==> config.mk <==
export PLATFORM = sky130hd
export DESIGN_NAME = fhb_target
export DESIGN_NICKNAME = d
export VERILOG_FILES = /design/src/include/fhb_pkg.sv /design/src/fhb_mux_addr.sv /design/src/fhb_cmd_seq.sv /design/src/fhb_target.sv
export VERILOG_INCLUDE_DIRS = /design/src /design/src/include
export SDC_FILE = /design/constraint.sdc
export NUM_CORES = 1
export LEC_CHECK = 0
export BUFFER_PORTS_ARGS = -buffer_cell sky130_fd_sc_hd__buf_2
export CAP_MARGIN = 20
export CORE_ASPECT_RATIO = 1.2
export CORE_MARGIN = 1
export CORE_UTILIZATION = 45
export CTS_CLUSTER_DIAMETER = 50
export DETAILED_ROUTE_END_ITERATION = 8
export GPL_TIMING_DRIVEN = 0
export PLACE_DENSITY = 0.7
export SYNTH_ARGS = -nofsm -noshare
export SYNTH_HDL_FRONTEND = slang
export SYNTH_SLANG_ARGS = --single-unit
==> constraint.sdc <==
create_clock -name ref_clk -period 3.1 [get_ports ref_clk]
set_clock_uncertainty 0.05 [all_clocks]
set_input_delay 0.62 -clock ref_clk [delete_from_list [all_inputs] [get_ports ref_clk]]
set_output_delay 0.62 -clock ref_clk [all_outputs]
set_load 0.05 [all_outputs]
==> src/include/fhb_defs.svh <==
// constants for the flash host bus target
//
// What this block does
// - mode input high selects multiplexed programming mode, low selects nibble-bus mode
// - mux mode takes 11-bit halves by row/column select; column upper, row lower
// - nibble-bus address and data sampled on each rising bus clock edge
// - standby when frame high and idle; ready when frame low and bus quiet
// - program/erase sequences ride bus cycles; chip erase only in mux mode
// - read starts with start nibble 0000 under frame low, then type 010X
// - write starts with start nibble 0000 under frame low, then type 011X
// - respond only with frame low at start; last start nibble wins
// - type bits 3:2 must be 01; bit 1 is direction; bit 0 ignored
// - eight address nibbles in clocks 3-10, most significant first
// - device takes the bus in read clock 12
// - device drives sync 0000 in read clock 13
// - read byte low nibble in clock 14, high nibble in clock 15
// - device drives 1111 then releases in clock 16; host resumes in 17
// - frame low mid-cycle ends the cycle; abort nibble 1111 returns to ready
// - abort cancels only the bus cycle, read or write; internal program or erase continues
// - invalid fields or sequences give no bus indication
// - write data low then high in 11-12, turnaround, sync in 15, turnaround
// - address id bits must match strapped id, else cycle ignored
// - address bit 22 high targets array, low targets register space
// - reset or init low deselects the device and floats the nibble drivers
`ifndef FHB_DEFS_SVH
`define FHB_DEFS_SVH
`define FHB_START_NIB    4'h0
`define FHB_ABORT_NIB    4'hF
`define FHB_SYNC_NIB     4'h0
`define FHB_TAR_NIB      4'hF
`define FHB_MEM_TYPE     2'h1
`define FHB_TYPE_MEM_HI  3
`define FHB_TYPE_MEM_LO  2
`define FHB_TYPE_DIR     1
`define FHB_ADDR_NIBS    4'h8
`define FHB_ARRAY_BIT    22
`define FHB_ID_HI        21
`define FHB_ID_LO        18
`define FHB_MUX_AW       11
`define FHB_CMD_A1       16'h5555
`define FHB_CMD_A2       16'h2AAA
`define FHB_CMD_D1       8'hAA
`define FHB_CMD_D2       8'h55
`define FHB_CMD_PROG     8'hA0
`define FHB_CMD_ERASE    8'h80
`define FHB_CMD_BLK      8'h30
`define FHB_CMD_CHIP     8'h10
`endif

==> src/include/fhb_pkg.sv <==
// types for the flash host bus target
`default_nettype none
package fhb_pkg;
    typedef enum logic [10:0] {
        FHB_IDLE  = 11'h001,
        FHB_TYPE  = 11'h002,
        FHB_ADDR  = 11'h004,
        FHB_WDAT  = 11'h008,
        FHB_HTAR  = 11'h010,
        FHB_DTAR  = 11'h020,
        FHB_SYNC  = 11'h040,
        FHB_RDAT  = 11'h080,
        FHB_ETAR  = 11'h100,
        FHB_WAIT  = 11'h200,
        FHB_SKIP  = 11'h400
    } fhb_state_t;

    typedef enum logic [5:0] {
        FHB_C0 = 6'h01,
        FHB_C1 = 6'h02,
        FHB_C2 = 6'h04,
        FHB_C3 = 6'h08,
        FHB_C4 = 6'h10,
        FHB_C5 = 6'h20
    } fhb_cmd_t;
endpackage : fhb_pkg
`default_nettype wire

==> src/fhb_mux_addr.sv <==
// row/column address assembly for the multiplexed programming mode
`default_nettype none
`include "fhb_defs.svh"
module fhb_mux_addr #(
    parameter int AW = `FHB_MUX_AW
) (
    input  wire logic            ref_clk,
    input  wire logic            rst_b,
    input  wire logic            enable,
    input  wire logic            row_sel,
    input  wire logic [AW-1:0]   mux_addr,
    output logic      [2*AW-1:0] full_addr
);
    initial begin
        if (AW < 1) $error("fhb_mux_addr: AW must be positive");
    end

    typedef struct packed {
        logic [AW-1:0] row;
        logic [AW-1:0] col;
    } fhb_mux_st_t;

    fhb_mux_st_t s_q;
    fhb_mux_st_t s_d;

    always_comb begin
        s_d = s_q;
        if (enable) begin
            if (row_sel) begin
                s_d.row = mux_addr;
            end else begin
                s_d.col = mux_addr;
            end
        end
    end

    always_ff @(posedge ref_clk) begin
        if (!rst_b) begin
            s_q <= '0;
        end else begin
            s_q <= s_d;
        end
    end

    assign full_addr = {s_q.col, s_q.row};
endmodule // fhb_mux_addr
`default_nettype wire

==> src/fhb_cmd_seq.sv <==
// software data protection command sequence decoder
`default_nettype none
`include "fhb_defs.svh"
module fhb_cmd_seq (
    input  wire logic        ref_clk,
    input  wire logic        rst_b,
    input  wire logic        wr_stb,
    input  wire logic [15:0] wr_addr,
    input  wire logic [7:0]  wr_data,
    input  wire logic        chip_ok,
    output logic             prog_stb,
    output logic             blk_erase_stb,
    output logic             chip_erase_stb
);
    typedef struct packed {
        fhb_pkg::fhb_cmd_t st;
        logic              pgm;
        logic              prog;
        logic              blk;
        logic              chip;
    } fhb_seq_st_t;

    fhb_seq_st_t s_q;
    fhb_seq_st_t s_d;

    function automatic logic hit(input logic [15:0] a, input logic [7:0] d,
                                 input logic [15:0] ea, input logic [7:0] ed);
        hit = (a == ea) && (d == ed);
    endfunction

    always_comb begin
        s_d = s_q;
        s_d.prog = 1'b0;
        s_d.blk = 1'b0;
        s_d.chip = 1'b0;
        if (wr_stb) begin
            s_d.st = fhb_pkg::FHB_C0;
            s_d.pgm = 1'b0;
            unique case (s_q.st)
                fhb_pkg::FHB_C0, fhb_pkg::FHB_C3: begin
                    if (hit(wr_addr, wr_data, `FHB_CMD_A1, `FHB_CMD_D1)) begin
                        s_d.st = (s_q.st == fhb_pkg::FHB_C0) ? fhb_pkg::FHB_C1
                                                            : fhb_pkg::FHB_C4;
                    end
                end
                fhb_pkg::FHB_C1, fhb_pkg::FHB_C4: begin
                    if (hit(wr_addr, wr_data, `FHB_CMD_A2, `FHB_CMD_D2)) begin
                        s_d.st = (s_q.st == fhb_pkg::FHB_C1) ? fhb_pkg::FHB_C2
                                                            : fhb_pkg::FHB_C5;
                    end
                end
                fhb_pkg::FHB_C2: begin
                    // program pulses on the data write that follows, not on the command
                    if (hit(wr_addr, wr_data, `FHB_CMD_A1, `FHB_CMD_PROG)) begin
                        s_d.st = fhb_pkg::FHB_C5;
                        s_d.pgm = 1'b1;
                    end else if (hit(wr_addr, wr_data, `FHB_CMD_A1, `FHB_CMD_ERASE)) begin
                        s_d.st = fhb_pkg::FHB_C3;
                    end
                end
                fhb_pkg::FHB_C5: begin
                    s_d.st = fhb_pkg::FHB_C0;
                    if (s_q.pgm) begin
                        s_d.prog = 1'b1;
                    end else begin
                        s_d.blk = (wr_data == `FHB_CMD_BLK);
                        s_d.chip = chip_ok && hit(wr_addr, wr_data, `FHB_CMD_A1, `FHB_CMD_CHIP);
                    end
                end
                default: s_d.st = fhb_pkg::FHB_C0;
            endcase
        end
    end

    always_ff @(posedge ref_clk) begin
        if (!rst_b) begin
            s_q <= '{st: fhb_pkg::FHB_C0, default: 1'b0};
        end else begin
            s_q <= s_d;
        end
    end

    assign prog_stb = s_q.prog;
    assign blk_erase_stb = s_q.blk;
    assign chip_erase_stb = s_q.chip;
endmodule // fhb_cmd_seq
`default_nettype wire

==> src/fhb_target.sv <==
// nibble-bus target front end of the flash with mode and command handling
`default_nettype none
`include "fhb_defs.svh"
module fhb_target #(
    parameter int MUX_AW = `FHB_MUX_AW
) (
    input  wire logic              ref_clk,
    input  wire logic              rst_b,
    input  wire logic              init_b,
    input  wire logic              mode_mux,
    input  wire logic              bus_clock,
    input  wire logic              frame_n,
    input  wire logic [3:0]        nibble_bus_in,
    output logic      [3:0]        nibble_bus_out,
    output logic                   nibble_bus_oe_b,
    input  wire logic [3:0]        id_strap,
    input  wire logic              busy,
    input  wire logic              row_sel,
    input  wire logic              mux_strobe,
    input  wire logic [MUX_AW-1:0] mux_addr,
    input  wire logic              mux_we,
    input  wire logic [7:0]        mux_data,
    output logic      [31:0]       acc_addr,
    output logic                   acc_array,
    output logic                   rd_req,
    input  wire logic [7:0]        rd_data,
    output logic                   wr_stb,
    output logic      [7:0]        wr_data,
    output logic                   prog_stb,
    output logic                   blk_erase_stb,
    output logic                   chip_erase_stb,
    output logic                   standby,
    output logic                   ready
);
    initial begin
        if (MUX_AW < 1 || MUX_AW > 16) $error("fhb_target: MUX_AW out of range");
    end

    // ----------------------------------------------------------------
    // state
    // ----------------------------------------------------------------
    typedef struct packed {
        fhb_pkg::fhb_state_t st;
        logic                clk_q;
        logic                is_wr;
        logic [3:0]          cnt;
        logic [31:0]         addr;
        logic [7:0]          data;
        logic [3:0]          nout;
        logic                oe_b;
        logic                rd_req;
        logic                wr_stb;
        logic                mux_we_q;
        logic                standby;
        logic                ready;
    } fhb_st_t;

    fhb_st_t s_q;
    fhb_st_t s_d;

    logic                  edge_rise;
    logic                  cmd_wr;
    logic [15:0]           cmd_addr;
    logic [7:0]            cmd_data;
    logic [2*MUX_AW-1:0]   mux_full;

    // inputs are synchronous, so a plain delayed copy finds the rising edge
    // rising edge sampling
    assign edge_rise = bus_clock && !s_q.clk_q;

    function automatic logic id_match(input logic [31:0] a, input logic [3:0] id);
        id_match = (a[`FHB_ID_HI:`FHB_ID_LO] == id);
    endfunction

    // ----------------------------------------------------------------
    // bus engine
    // ----------------------------------------------------------------
    always_comb begin
        s_d = s_q;
        s_d.clk_q = bus_clock;
        s_d.rd_req = 1'b0;
        s_d.wr_stb = 1'b0;
        s_d.mux_we_q = mux_we;
        if (mode_mux) begin
            s_d.st = fhb_pkg::FHB_IDLE;
            s_d.oe_b = 1'b1;
            s_d.nout = `FHB_TAR_NIB;
        end else if (edge_rise) begin
            // start with frame low; last start wins
            if (!frame_n) begin
                s_d.oe_b = 1'b1;
                s_d.st = (nibble_bus_in == `FHB_START_NIB) ? fhb_pkg::FHB_TYPE
                       : (nibble_bus_in == `FHB_ABORT_NIB) ? fhb_pkg::FHB_IDLE
                       : fhb_pkg::FHB_WAIT;
            end else begin
                unique case (s_q.st)
                    fhb_pkg::FHB_IDLE, fhb_pkg::FHB_WAIT, fhb_pkg::FHB_SKIP: begin
                        s_d.oe_b = 1'b1;
                    end
                    fhb_pkg::FHB_TYPE: begin
                        if (nibble_bus_in[`FHB_TYPE_MEM_HI:`FHB_TYPE_MEM_LO] == `FHB_MEM_TYPE) begin
                            s_d.is_wr = nibble_bus_in[`FHB_TYPE_DIR];
                            s_d.cnt = 4'h0;
                            s_d.st = fhb_pkg::FHB_ADDR;
                        end else begin
                            s_d.st = fhb_pkg::FHB_SKIP;
                        end
                    end
                    fhb_pkg::FHB_ADDR: begin
                        s_d.addr = {s_q.addr[27:0], nibble_bus_in};
                        s_d.cnt = s_q.cnt + 4'h1;
                        if (s_q.cnt == `FHB_ADDR_NIBS - 4'h1) begin
                            s_d.cnt = 4'h0;
                            if (!id_match({s_q.addr[27:0], nibble_bus_in}, id_strap)) begin
                                s_d.st = fhb_pkg::FHB_SKIP;
                            end else if (s_q.is_wr) begin
                                s_d.st = fhb_pkg::FHB_WDAT;
                            end else begin
                                s_d.st = fhb_pkg::FHB_HTAR;
                                s_d.rd_req = 1'b1;
                            end
                        end
                    end
                    fhb_pkg::FHB_WDAT: begin
                        s_d.cnt = s_q.cnt + 4'h1;
                        if (s_q.cnt == 4'h0) begin
                            s_d.data[3:0] = nibble_bus_in;
                        end else begin
                            s_d.data[7:4] = nibble_bus_in;
                            s_d.wr_stb = 1'b1;
                            s_d.cnt = 4'h0;
                            s_d.st = fhb_pkg::FHB_HTAR;
                        end
                    end
                    fhb_pkg::FHB_HTAR: begin
                        s_d.st = fhb_pkg::FHB_DTAR;
                        s_d.oe_b = 1'b0;
                        s_d.nout = `FHB_TAR_NIB;
                    end
                    fhb_pkg::FHB_DTAR: begin
                        s_d.st = fhb_pkg::FHB_SYNC;
                        s_d.nout = `FHB_SYNC_NIB;
                        if (!s_q.is_wr) begin
                            s_d.data = rd_data;
                        end
                    end
                    fhb_pkg::FHB_SYNC: begin
                        if (s_q.is_wr) begin
                            s_d.st = fhb_pkg::FHB_ETAR;
                            s_d.nout = `FHB_TAR_NIB;
                        end else begin
                            s_d.st = fhb_pkg::FHB_RDAT;
                            s_d.nout = s_q.data[3:0];
                            s_d.cnt = 4'h0;
                        end
                    end
                    fhb_pkg::FHB_RDAT: begin
                        if (s_q.cnt == 4'h0) begin
                            s_d.nout = s_q.data[7:4];
                            s_d.cnt = 4'h1;
                        end else begin
                            s_d.st = fhb_pkg::FHB_ETAR;
                            s_d.nout = `FHB_TAR_NIB;
                        end
                    end
                    fhb_pkg::FHB_ETAR: begin
                        s_d.st = fhb_pkg::FHB_IDLE;
                        s_d.oe_b = 1'b1;
                    end
                    default: begin
                        s_d.st = fhb_pkg::FHB_IDLE;
                        s_d.oe_b = 1'b1;
                    end
                endcase
            end
        end
        s_d.standby = frame_n && !busy && (s_d.st == fhb_pkg::FHB_IDLE);
        s_d.ready = !frame_n && (s_d.st == fhb_pkg::FHB_IDLE);
        if (!init_b) begin
            s_d.st = fhb_pkg::FHB_IDLE;
            s_d.oe_b = 1'b1;
        end
    end

    always_ff @(posedge ref_clk) begin
        if (!rst_b) begin
            s_q <= '{st: fhb_pkg::FHB_IDLE, nout: `FHB_TAR_NIB, oe_b: 1'b1, default: '0};
        end else begin
            s_q <= s_d;
        end
    end

    // ----------------------------------------------------------------
    // mux mode and command decoding
    // ----------------------------------------------------------------
    fhb_mux_addr #(
        .AW(MUX_AW)
    ) u_mux (
        .ref_clk   (ref_clk),
        .rst_b     (rst_b),
        .enable    (mode_mux && mux_strobe),
        .row_sel   (row_sel),
        .mux_addr  (mux_addr),
        .full_addr (mux_full)
    );

    // busy work is untouched by aborts
    assign cmd_wr = mode_mux ? (mux_we && !s_q.mux_we_q) : s_q.wr_stb;
    assign cmd_addr = mode_mux ? 16'(mux_full) : s_q.addr[15:0];
    assign cmd_data = mode_mux ? mux_data : s_q.data;

    fhb_cmd_seq u_seq (
        .ref_clk        (ref_clk),
        .rst_b          (rst_b && init_b),
        .wr_stb         (cmd_wr),
        .wr_addr        (cmd_addr),
        .wr_data        (cmd_data),
        .chip_ok        (mode_mux),
        .prog_stb       (prog_stb),
        .blk_erase_stb  (blk_erase_stb),
        .chip_erase_stb (chip_erase_stb)
    );

    // ----------------------------------------------------------------
    // outputs
    // ----------------------------------------------------------------
    assign nibble_bus_out = s_q.nout;
    assign nibble_bus_oe_b = s_q.oe_b;
    assign acc_addr = s_q.addr;
    assign acc_array = s_q.addr[`FHB_ARRAY_BIT];
    assign rd_req = s_q.rd_req;
    assign wr_stb = s_q.wr_stb;
    assign wr_data = s_q.data;
    assign standby = s_q.standby;
    assign ready = s_q.ready;
endmodule // fhb_target
`default_nettype wire

### Yosys cells after proc, flatten, opt, wreduce, memory -nomap -nowiden

Index checks and enable logic that the tools add are counted.

* output and inout port bits: 53
* memories: 0
* ROM bits: 0
* bits in writable memories: 0
* word-level logic and storage cells: 156
* register bits after elaboration: 93
* bits of input ports: 45
* bits in latches: 0

* $mul: 0
* equal/unequal tests: 36
* add/sub/neg operators: 1
* div/mod/pow operators: 0
* shift-type cells: 0
* order comparisons: 0
* mux-type cells: 43
* reduce and logical (&&, ||, !) cells: 42
* bitwise gates (word level): 13

Operators with widths (count)
* 11-bit two-way mux: 8
* 11-bit one-hot mux with 8 select lines: 1
* 4-bit two-way mux: 10
* 8-bit == test (second input constant): 3
* 6-bit two-way mux: 4
* 11-bit by 1-bit == test with 1-bit output (second input constant): 2
* 10-bit two-way mux: 2
* 4-bit one-hot mux with 5 select lines: 1
* 6-bit one-hot mux with 3 select lines: 1
* 16-bit by 14-bit == test with 1-bit output (second input constant): 1
* 16-bit by 15-bit == test with 1-bit output (second input constant): 1
* 16-bit two-way mux: 1
* 8-bit two-way mux: 2
* 4-bit one-hot mux with 4 select lines: 1
* 8-bit one-hot mux with 2 select lines: 1
* 2-bit inequality test (second input constant): 7
* 1-bit logical AND: 13
* 1-bit inverter: 13
* 6-bit AND reduction: 2
* 11-bit by 10-bit == test with 1-bit output (second input constant): 1
* 11-bit == test (second input constant): 1
* 11-bit by 2-bit == test with 1-bit output (second input constant): 1
* 11-bit by 3-bit == test with 1-bit output (second input constant): 1
* 11-bit by 4-bit == test with 1-bit output (second input constant): 1
* other kinds (38): 56

### Depth between registers and ports, before layout

Gate-level depths: netlist of the first run.

* depth after elaboration: 9
* depth in mapped cells: 10
* mapped depth without buffers: 8

### Modules after synthesis

Synthesis of the first run repeated with hierarchy kept, for this count alone.

* cell total of the unflattened synthesis: 663
* area total of the unflattened synthesis: 5715.5 µm²

Modules (own cells, without submodules)
* fhb_target: area each 4121.5 µm², cells each 495, instances 1, seq. area each 1341.3 µm²
* fhb_mux_addr: area each 865.8 µm², cells each 85, instances 1, seq. area each 440.4 µm²
* fhb_cmd_seq: area each 728.2 µm², cells each 83, instances 1, seq. area each 200.2 µm²

### Worst setup path before layout of the first run

Ideal clock, no wire load.

* path kind: flip-flop to flip-flop
* start point: register s_q[58] (netlist bit)
* end point: register s_q[53] (netlist bit)
* arrival time: 2.302 ns
* stages on the path, launching flop included: 10
* required time: 2.980 ns
* buffers on the path: 3
* clock period less this slack: 2.422 ns
* library setup time: 0.070 ns
* setup slack: 0.678 ns
* cell sequence: dfxtp_1 > buf_6 > nor3_2 > and3_1 > buf_4 > a221oi_2 > or4b_1 > buf_2 > or4_1 > a21oi_1

* longest elaborated chain between the ends: 3
* elaborated cells between the ends (all ways): 11
* those cells by class: 8 x eq/ne; 1 x mux; 2 x reduce/logical

RTL lines
* from (decl): RTL line fhb_target.sv:58 `fhb_st_t s_q;`
* from (signal assigned): RTL line fhb_target.sv:187 `` s_q <= '{st: fhb_pkg::FHB_IDLE, nout: `FHB_TAR_NIB, oe_b: 1'b1, default: '0}; ``
* from (signal assigned): RTL line fhb_target.sv:189 `s_q <= s_d;`
* 11-bit by 8-bit == test with 1-bit output (tied with other cells): RTL line fhb_target.sv:96 `unique case (s_q.st)`
* 5-bit nonzero test (no line) / 2-bit inequality test (equally long branches)
* 7-bit AND reduction (no line)

Parallel ways exist; a longest one is shown, timed or not.
A chain may end at the register's enable or synchronous reset.

### Final worst setup path of the first run

Same ends and word-level chain as after synthesis.

==> results of run 1 <==
## layer usage
metal | up-vias | track usage [%]
met1 | 2386 | 32.81
met3 | 27 | 4.284
met4 | 0 | 9.926
li1 | 2509 | -
met5 | - | 0
met2 | 177 | 41.41
## synth_stat cells (5+ instances only)
cell type,number
sky130_fd_sc_hd__a211oi_1,15
sky130_fd_sc_hd__a21oi_1,67
sky130_fd_sc_hd__a22oi_1,7
sky130_fd_sc_hd__and3_1,5
sky130_fd_sc_hd__buf_4,46
sky130_fd_sc_hd__clkbuf_1,28
sky130_fd_sc_hd__dfxtp_1,93
sky130_fd_sc_hd__inv_1,11
sky130_fd_sc_hd__mux2i_1,15
sky130_fd_sc_hd__nand2_1,119
sky130_fd_sc_hd__nand3_1,16
sky130_fd_sc_hd__nand4_1,9
sky130_fd_sc_hd__nor2_1,43
sky130_fd_sc_hd__nor2b_1,12
sky130_fd_sc_hd__nor3_1,10
sky130_fd_sc_hd__nor3b_1,6
sky130_fd_sc_hd__nor4_1,7
sky130_fd_sc_hd__nor4b_1,10
sky130_fd_sc_hd__nor4bb_1,7
sky130_fd_sc_hd__o211ai_1,8
sky130_fd_sc_hd__o21ai_0,23
sky130_fd_sc_hd__o22ai_1,7
sky130_fd_sc_hd__xor2_1,9
## flip-flops by register name, summed over array words and instances (netlist names), 4 cells and up
| name | count |
|---|---|
| u_mux.full_addr | 16 |
| s_q | 18 |
| wr_data | 8 |
| nibble_bus_out | 4 |
| u_seq.s_q | 7 |
| acc_addr | 32 |
## final cells by class
class	count	area share, %
plain buffers	82	8.105
clock buffers	10	3.880
clock inverters	6	1.503
inverters	12	0.7313
multi-input cells	466	44.55
flip-flops and latches	93	30.23
well taps	154	3.128
repair buffers	97	7.881
## stage by stage
step	hold WS (ps)	setup WS, ps	instance area (sq um)	std cells	utilization, %
after floorplan	386.7	677.9	5150	653	-
after global routing	399.3	141.6	6160	920	55.55
after CTS	381.6	382.5	6160	920	55.55
final	395.2	329.1	6160	920	55.55
after global placement	397.2	70.92	5828	904	52.56
after detailed placement	405.0	33.65	5828	904	52.56
## power groups by stage
stage	logic, W	clock network (W)	registers, W
2_1_floorplan	0.0000793	0	0.00124
3_3_place_gp	0.000153	0	0.00124
3_5_place_dp	0.000155	0	0.00124
4_1_cts	0.000156	0.00125	0.00121
5_1_grt	0.000172	0.00129	0.00121
6_report	0.000158	0.00123	0.00121
## final timing paths
| path | to | slack (ps) | cells after the start |
|---|---|---|---|
| setup / recovery | s_q[53]$_SDFFE_PN0P_ | 330 | 9 |
| hold / removal | standby$_SDFF_PN0_ | 400 | 2 |
| setup reg to reg | s_q[53]$_SDFFE_PN0P_ | 330 | 9 |
| hold reg to reg | acc_addr[19]$_SDFFE_PN0P_ | 420 | 2 |
## cell families (layout without fill, tap and decap cells)
| kind of cell | after synthesis | count (layout) | share of synthesized area (%) |
|---|---|---|---|
| compound gates | 155 | 155 | 18.81 |
| simple gates | 283 | 283 | 29.01 |
| flops | 93 | 93 | 36.15 |
| buf+inv | 94 | 207 | 10.57 |
| xor+xnor | 10 | 10 | 1.847 |
| mux | 16 | 16 | 3.134 |
| fa+ha+maj | 2 | 2 | 0.4858 |
## critical path: cells and delay by family (launching register included)
| family | cells | cell delay [ps] |
|---|---|---|
| AOI/OAI and AO/OA | 2 | 230 |
| DFF | 1 | 310 |
| buffers and inverters | 3 | 470 |
| and+or+nand+nor | 4 | 1630 |
==> flow_summary.toml, run 1 <==
[clock_network]
clock_tree_from_tritoncts = "yes"
cts-buffers-inserted = 9
cts.repair_timing.setup_buffer_count = 0
ctsLongestPathBuffers = 2
tritoncts_num_sinks = 93
ctsHtreeMaxLevel = 3
clk_root_buffer_cell = "sky130_fd_sc_hd__clkbuf_16"
clock_latency_ps = 350
clkTransAtPathRegs_ps = 70
cts-resized-gates = 0
hold_buffers = 0

[placed_design]
port-buffer-count = 97
routabilityCongestion = 0.9278
detailed_place_hpwl_um = 11110

[cells_and_area]
leading_cell_type_in_the_layout_fill_and_taps_excluded = "sky130_fd_sc_hd__nand2_1"
seqCellArea_sq_um = 1862
layout.filler_cells = 1072
area_delta_synth_final_pct = 19.61
antenna-diode-count = 0
fraction_of_layout_instances_using_a_drive_strength_above_1_pct = 23.37
nNetsFinal = 808
layout_common_cells = "119 x sky130_fd_sc_hd__nand2_1, 100 x sky130_fd_sc_hd__buf_2, 93 x sky130_fd_sc_hd__dfxtp_1"
multi_input_area_sq_um = 2744

[power_and_ir_drop]
power_switching_w = 0.0006017
pwr-share-clk_pct = 47.3
netSwitchingFraction_pct = 23.17
cellInternalPower_w = 0.001995
power_w = 0.002596
sequentialPowerShare_pct = 46.6
vdd_drop_max_mv = 0.2557
pleak_nw = 2.494
p_per_area_nw_per_um2 = 421.5
share_comb_of_total_power_pct = 6.1

[global_route]
grt_antenna_before_repair = 0
grt_pass1_vias = 4737
grt_use_total_pct = 25.23
grt_first_pass_wirelength_um = 23760
globalRoute.totalOverflow = 0
grt_start_max_net_pins = 17

[setup_path]
crit_chain = "buf_6, nor3_2, and3_1, buf_4, a221oi_2, or4b_1, buf_2, or4_1, a21oi_1"
setup.worst_path.start_class = "register"
cp-end-kind = "register"
worstPathMaxFanout = 10
cp-startpoint = "s_q[58]$_SDFF_PN0_"
critical_path.reg2reg.startpoint = "s_q[58]$_SDFF_PN0_"
worst-endpoint-required_ps = 3330
cpMaxStageDelayCell = "sky130_fd_sc_hd__or4b_1"
worst-endpoint-arrival_ps = 3000
path_class = "register to register"
max_stage_delay_ps = 470

[synth]
postSynthCellCount = 653
syn-mean-instance-area_sq_um = 7.887
post_synth_main_area_contributors = "sky130_fd_sc_hd__dfxtp_1 36%, sky130_fd_sc_hd__nand2_1 8.7%, sky130_fd_sc_hd__buf_4 6.7%"
synth_flop_cell = "sky130_fd_sc_hd__dfxtp_1"
synth_cell_types = 64
seq_area_frac_synth_pct = 36.15
postSynth.asyncResetShare_pct = 0
synth_enable_flop_cells = 0
ys.warnings.count = 0
synth_top_cell_area_share_pct = 36.15
synthDominantAreaCellType = "sky130_fd_sc_hd__dfxtp_1"
syn-cell-area_sq_um = 5150
synth.ff_latch_count = 93
mappedNetlistNets = 700

[detailed_routing]
met3RoutedLength_um = 784
detail_route.first_pass.iterations = 5
wl_met2_um = 6969
average_wire_per_cell_in_the_routed_design_um = 15.81
met1Wirelength_um = 6456
maxUsedRoutingLayer = "met4"
antenna_left = 0
finalWirelength_um = 14550
detail_route.drc_violations = 0
detail_route.vias_per_cell = 5.542
drt_first_iter_violations = 329
dr_total_vias = 5099

[sta]
timing.slew.headroom_pct = 40.82
finalMaxSlewViolations = 0
tightest_slew_ps = 879.6
fin_tns_setup_ps = 0
finalSetupViolations = 0
number_of_hold_violations_in_the_final_report = 0
max_clock_freq_mhz = 360.9
layout_worst_path_cycle_share_pct = 89.38
finalCriticalPeriod_ps = 2771
rsz_0062_raised_after_global_routing = "no"

[die]
design.portCount = 98
total_die_area_sq_um = 11880
initial_utilization_pct = 46.45
num_rows = 42
floorplan.die.width_um = 99.66
die_h_um = 119.2
core_region_area_sq_um = 11090

[worst_hold_path]
holdCritPathClass = "primary input to register"
worst_hold_startpoint = "busy"

[flow_run]
max-cap-violations = 0

[outcome]
outcome = "finished, final reports clean"
Note: power is estimated with default switching activity, not from simulation.
==> inputs of run 2 (changes only) <==
==> constraint.sdc (replaced) <==
create_clock -name ref_clk -period 3.1 [get_ports ref_clk]
set_clock_uncertainty 0.05 [all_clocks]
set_input_delay 0.155 -clock ref_clk [delete_from_list [all_inputs] [get_ports ref_clk]]
set_output_delay 0.155 -clock ref_clk [all_outputs]
set_load 0.05 [all_outputs]
==> flow_summary.toml, run 2 (synthesis results as in run 1) <==
[clock_network]
cts-resized-gates = 0
clk_root_buffer_cell = "sky130_fd_sc_hd__clkbuf_16"
cts.repair_timing.setup_buffer_count = 0
hold_buffers = 10
clock_tree_from_tritoncts = "yes"
clock_latency_ps = 350
ctsLongestPathBuffers = 2
ctsHtreeMaxLevel = 3
tritoncts_num_sinks = 93
cts-buffers-inserted = 9
clkTransAtPathRegs_ps = 70

[outcome]
outcome = "finished, final reports clean"

[cells_and_area]
fraction_of_layout_instances_using_a_drive_strength_above_1_pct = 23.07
largest_register_ffs = 32
final-instance-count-excl-fill = 930
nNetsFinal = 818
leading_cell_type_in_the_layout_fill_and_taps_excluded = "sky130_fd_sc_hd__nand2_1"
area_delta_synth_final_pct = 21.55
postLayoutCellArea_sq_um = 6260
layout_common_cells = "119 x sky130_fd_sc_hd__nand2_1, 100 x sky130_fd_sc_hd__buf_2, 93 x sky130_fd_sc_hd__dfxtp_1"
antenna-diode-count = 0

[placed_design]
place_area_sq_um = 5828
placed_cells = 904
routabilityCongestion = 0.9278
detailed_place_hpwl_um = 11110
port-buffer-count = 97

[sta]
max_clock_freq_mhz = 360.6
fin_tns_setup_ps = 0
layout_worst_path_cycle_share_pct = 89.46
rsz_0062_raised_after_global_routing = "no"
timing.slew.headroom_pct = 41.36
tightest_slew_ps = 871.6
finalSetupViolations = 0
finalMaxSlewViolations = 0
hold-worst-slack_ps = 8.019
finalCriticalPeriod_ps = 2773
number_of_hold_violations_in_the_final_report = 0

[setup_path]
critical-path-top-delay-family = "compound AO/OA/AOI/OAI gates"
setup.worst_path.start_class = "register"
worst-path-buf-inv = 1
cpMaxStageDelayCell = "sky130_fd_sc_hd__dlygate4sd3_1"
worst-endpoint-required_ps = 3290
cp-end-kind = "register"
path_class = "register to register"
timing.reg2reg.setup_slack_ps = 330
worst-endpoint-arrival_ps = 2960
max_stage_delay_ps = 550
crit_chain = "nor4bb_1, nand4_1, a221oi_1, o22ai_1, o32ai_1, nand3_1, dlygate4sd3_1"
worstPathMaxFanout = 5

[global_route]
grt_first_pass_wirelength_um = 23810
grt_use_total_pct = 25.28
grt_antenna_before_repair = 0
globalRoute.totalOverflow = 0
grt_pass1_vias = 4746
grt_start_max_net_pins = 17

[detailed_routing]
detail_route.first_pass.iterations = 5
finalWirelength_um = 14600
detail_route.vias_per_cell = 5.524
drt_first_iter_violations = 314
antenna_left = 0
dr_total_vias = 5137
detail_route.drc_violations = 0
average_wire_per_cell_in_the_routed_design_um = 15.70

[power_and_ir_drop]
power_switching_w = 0.0005992
netSwitchingFraction_pct = 23.04
pleak_nw = 2.533
sequentialPowerShare_pct = 46.6
pwr-share-clk_pct = 47.0
share_comb_of_total_power_pct = 6.4
vdd_drop_max_mv = 0.2567
p_per_area_nw_per_um2 = 415.5
cellInternalPower_w = 0.002002

[die]
design.portCount = 98
die_h_um = 119.2
core_region_area_sq_um = 11090
floorplan.die.width_um = 99.66
initial_utilization_pct = 46.45
num_rows = 42
total_die_area_sq_um = 11880

[worst_hold_path]
holdCritPathClass = "primary input to register"

[flow_run]
max-cap-violations = 0
run 2: worst paths after layout:
| check | end | cells after the start | start |
|---|---|---|---|
| hold reg to reg | acc_addr[31]$_SDFFE_PN0P_ | 2 | acc_addr[31]$_SDFFE_PN0P_ |
| setup / recovery | u_seq.s_q[4]$_SDFFE_PN1P_ | 7 | acc_addr[11]$_SDFFE_PN0P_ |
| hold / removal | u_mux.full_addr[3]$_SDFFE_PN0P_ | 3 | mux_addr[3] |
| setup reg to reg | u_seq.s_q[4]$_SDFFE_PN1P_ | 7 | acc_addr[11]$_SDFFE_PN0P_ |
run 2: final cells by class:
class	count	area [sq um]
inverter	12	45.04
multi-input combinational	466	2744
tap	154	192.7
sequential	93	1862
timing repair buffer	107	585.6
clock inverter	6	92.59
fill	1063	4828
buffer	82	499.2
clock buffer	10	239.0
run 2: power by group through the flow:
stage               Sequential, W  Combinational (W)  Clock [W]
floorplan                 0.00124          0.0000793          0
global placement          0.00124           0.000153          0
detailed placement        0.00124           0.000155          0
CTS                       0.00121           0.000165    0.00125
global route              0.00121           0.000181    0.00129
finish                    0.00121           0.000167    0.00122
run 2: per-stage QoR:
stage / utilization (%) / power [W] / setup slack (ps)
after floorplan: - / 0.001321 / 677.9
after global placement: 52.56 / 0.001391 / 441.0
after detailed placement: 52.56 / 0.001394 / 412.8
after CTS: 56.45 / 0.002621 / 352.9
after global routing: 56.45 / 0.002681 / 141.6
final: 56.45 / 0.002601 / 326.7
run 2: metal layers:
metal	vias to the layer above	GRT usage [%]	share of wire, %
met5	-	0	0
met4	0	9.926	2.3
met3	28	4.284	5.8
met2	201	41.49	48
met1	2372	32.88	44
li1	2536	-	-
run 2: worst register-to-register path: cells and delay by family (launching register included):
kind	cells	cell delay, ps
and+or+nand+nor	3	680
AOI/OAI and AO/OA	3	960
buffers and inverters	1	550
DFF	1	420
==> inputs of run 3 (changes only) <==
--- a/config.mk
+++ b/config.mk
@@ -6,7 +6,7 @@
 export SDC_FILE = /design/constraint.sdc
 export NUM_CORES = 1
 export LEC_CHECK = 0
-export BUFFER_PORTS_ARGS = -buffer_cell sky130_fd_sc_hd__buf_2
+export BUFFER_PORTS_ARGS = -buffer_cell sky130_fd_sc_hd__clkbuf_2
 export CAP_MARGIN = 20
 export CORE_ASPECT_RATIO = 1.2
 export CORE_MARGIN = 1
==> flow_summary.toml, run 3 (synthesis results as in run 1) <==
[global_route]
grt_use_total_pct = 25.30
globalRoute.totalOverflow = 0
grt_antenna_before_repair = 0
grt_start_max_net_pins = 18
grt_first_pass_wirelength_um = 23680
grt_pass1_vias = 4707

[power_and_ir_drop]
power_w = 0.002564
vdd_drop_max_mv = 0.2336
pleak_nw = 2.521
p_per_area_nw_per_um2 = 408.5

[sta]
finalCriticalPeriod_ps = 2778
tightest_slew_ps = 830.6
finalMaxSlewViolations = 0
finalSetupViolations = 0
timing.slew.headroom_pct = 44.12
fin_tns_setup_ps = 0
number_of_hold_violations_in_the_final_report = 0
layout_worst_path_cycle_share_pct = 89.61
hold-worst-slack_ps = 13.54
max_clock_freq_mhz = 360.0
rsz_0062_raised_after_global_routing = "no"

[clock_network]
tritoncts_num_sinks = 93
ctsHtreeMaxLevel = 3
ctsLongestPathBuffers = 2
hold_buffers = 13
clk_root_buffer_cell = "sky130_fd_sc_hd__clkbuf_16"
cts.repair_timing.setup_buffer_count = 0
clock_latency_ps = 350
cts-resized-gates = 0
clock_tree_from_tritoncts = "yes"
clkTransAtPathRegs_ps = 70
cts-buffers-inserted = 9

[setup_path]
cpMaxStageDelayCell = "sky130_fd_sc_hd__or4b_1"
worst-endpoint-required_ps = 3320
cp-end-kind = "register"
crit_chain = "buf_4, nor3_2, and3_1, buf_4, a221oi_2, or4b_1, buf_2, or4_1, a21oi_1"
max_stage_delay_ps = 480
worst-endpoint-arrival_ps = 3000
path_class = "register to register"
worstPathMaxFanout = 10
critPathMostFrequentCell = "sky130_fd_sc_hd__buf_4"
critical-path-top-delay-family = "simple AND/OR/NAND/NOR gates"
setup.worst_path.start_class = "register"
worst-path-buf-inv = 3

[die]
design.portCount = 98
core_region_area_sq_um = 11090
initial_utilization_pct = 46.45
num_rows = 42
total_die_area_sq_um = 11880
die_h_um = 119.2
floorplan.die.width_um = 99.66

[detailed_routing]
finalWirelength_um = 14840
antenna_left = 0
detail_route.drc_violations = 0
detail_route.first_pass.iterations = 5
average_wire_per_cell_in_the_routed_design_um = 15.91
detail_route.vias_per_cell = 5.548
dr_total_vias = 5176
drt_first_iter_violations = 347

[cells_and_area]
leading_cell_type_in_the_layout_fill_and_taps_excluded = "sky130_fd_sc_hd__nand2_1"
nNetsFinal = 821
antenna-diode-count = 0
fraction_of_layout_instances_using_a_drive_strength_above_1_pct = 22.98
area_delta_synth_final_pct = 21.87
postLayoutCellArea_sq_um = 6276
final_util_pct = 56.60
layout_common_cells = "119 x sky130_fd_sc_hd__nand2_1, 97 x sky130_fd_sc_hd__clkbuf_2, 93 x sky130_fd_sc_hd__dfxtp_1"
largest_register_ffs = 32

[flow_run]
max-cap-violations = 0

[placed_design]
port-buffer-count = 97
detailed_place_hpwl_um = 11130
place_area_sq_um = 5828
routabilityCongestion = 0.9271

[outcome]
outcome = "finished, final reports clean"

[worst_hold_path]
holdCritPathClass = "primary input to register"
==> run 3: cell count changes in the layout (fill, tap and decap cells not counted) <==
cell / before / now
sky130_fd_sc_hd__clkinvlp_4: 2 / 0
sky130_fd_sc_hd__bufinv_16: 2 / 1
sky130_fd_sc_hd__dlygate4sd3_1: 10 / 13
sky130_fd_sc_hd__inv_8: 0 / 2
sky130_fd_sc_hd__clkinv_4: 0 / 2
sky130_fd_sc_hd__inv_6: 2 / 1
sky130_fd_sc_hd__buf_2: 100 / 3
sky130_fd_sc_hd__clkbuf_2: 0 / 97
==> run 3: power breakdown <==
part / leakage [nW] / internal [W] / switching, W
logic: 1.61 / 0.0000662 / 0.000105
registers: 0.751 / 0.00120 / 0.00000685
clock network: 0.157 / 0.000665 / 0.000517
==> run 3: layout make-up <==
class / instances / area, sq um
Timing Repair Buffer: 110 / 615.6
Inverter: 12 / 45.04
Multi-Input combinational cell: 466 / 2744
Fill cell: 1045 / 4812
Clock buffer: 10 / 239.0
Sequential cell: 93 / 1862
Buffer: 82 / 499.2
Tap cell: 154 / 192.7
Clock inverter: 6 / 78.83
==> run 3: metrics by stage <==
stage / setup slack, ps / std cells
3_5_place_dp: 387.8 / 904
5_1_grt: 218.2 / 933
3_3_place_gp: 434.1 / 904
2_1_floorplan: 677.9 / 653
4_1_cts: 365.3 / 933
6_report: 322.0 / 933
==> run 3: final timing paths <==
kind / slack [ps] / from / cells past startpoint / to
worst max-delay path: 320 / s_q[59]$_SDFF_PN0_ / 9 / s_q[53]$_SDFFE_PN0P_
worst min-delay path: 10 / mux_addr[2] / 3 / u_mux.full_addr[2]$_SDFFE_PN0P_
worst max register to register: 320 / s_q[59]$_SDFF_PN0_ / 9 / s_q[53]$_SDFFE_PN0P_
worst min register to register: 410 / acc_addr[31]$_SDFFE_PN0P_ / 2 / acc_addr[31]$_SDFFE_PN0P_
==> run 3: per-layer routing <==
layer / global-route usage [%] / share of wire, %
met5: 0 / 0
met4: 9.835 / 1.4
met3: 3.345 / 5.4
met2: 42.71 / 49
met1: 32.57 / 44
==> run 3: worst min-delay path, cell delays in order <==
cell,delay [ps]
sky130_fd_sc_hd__clkbuf_2,100
sky130_fd_sc_hd__nand2_1,60
sky130_fd_sc_hd__a21oi_1,50
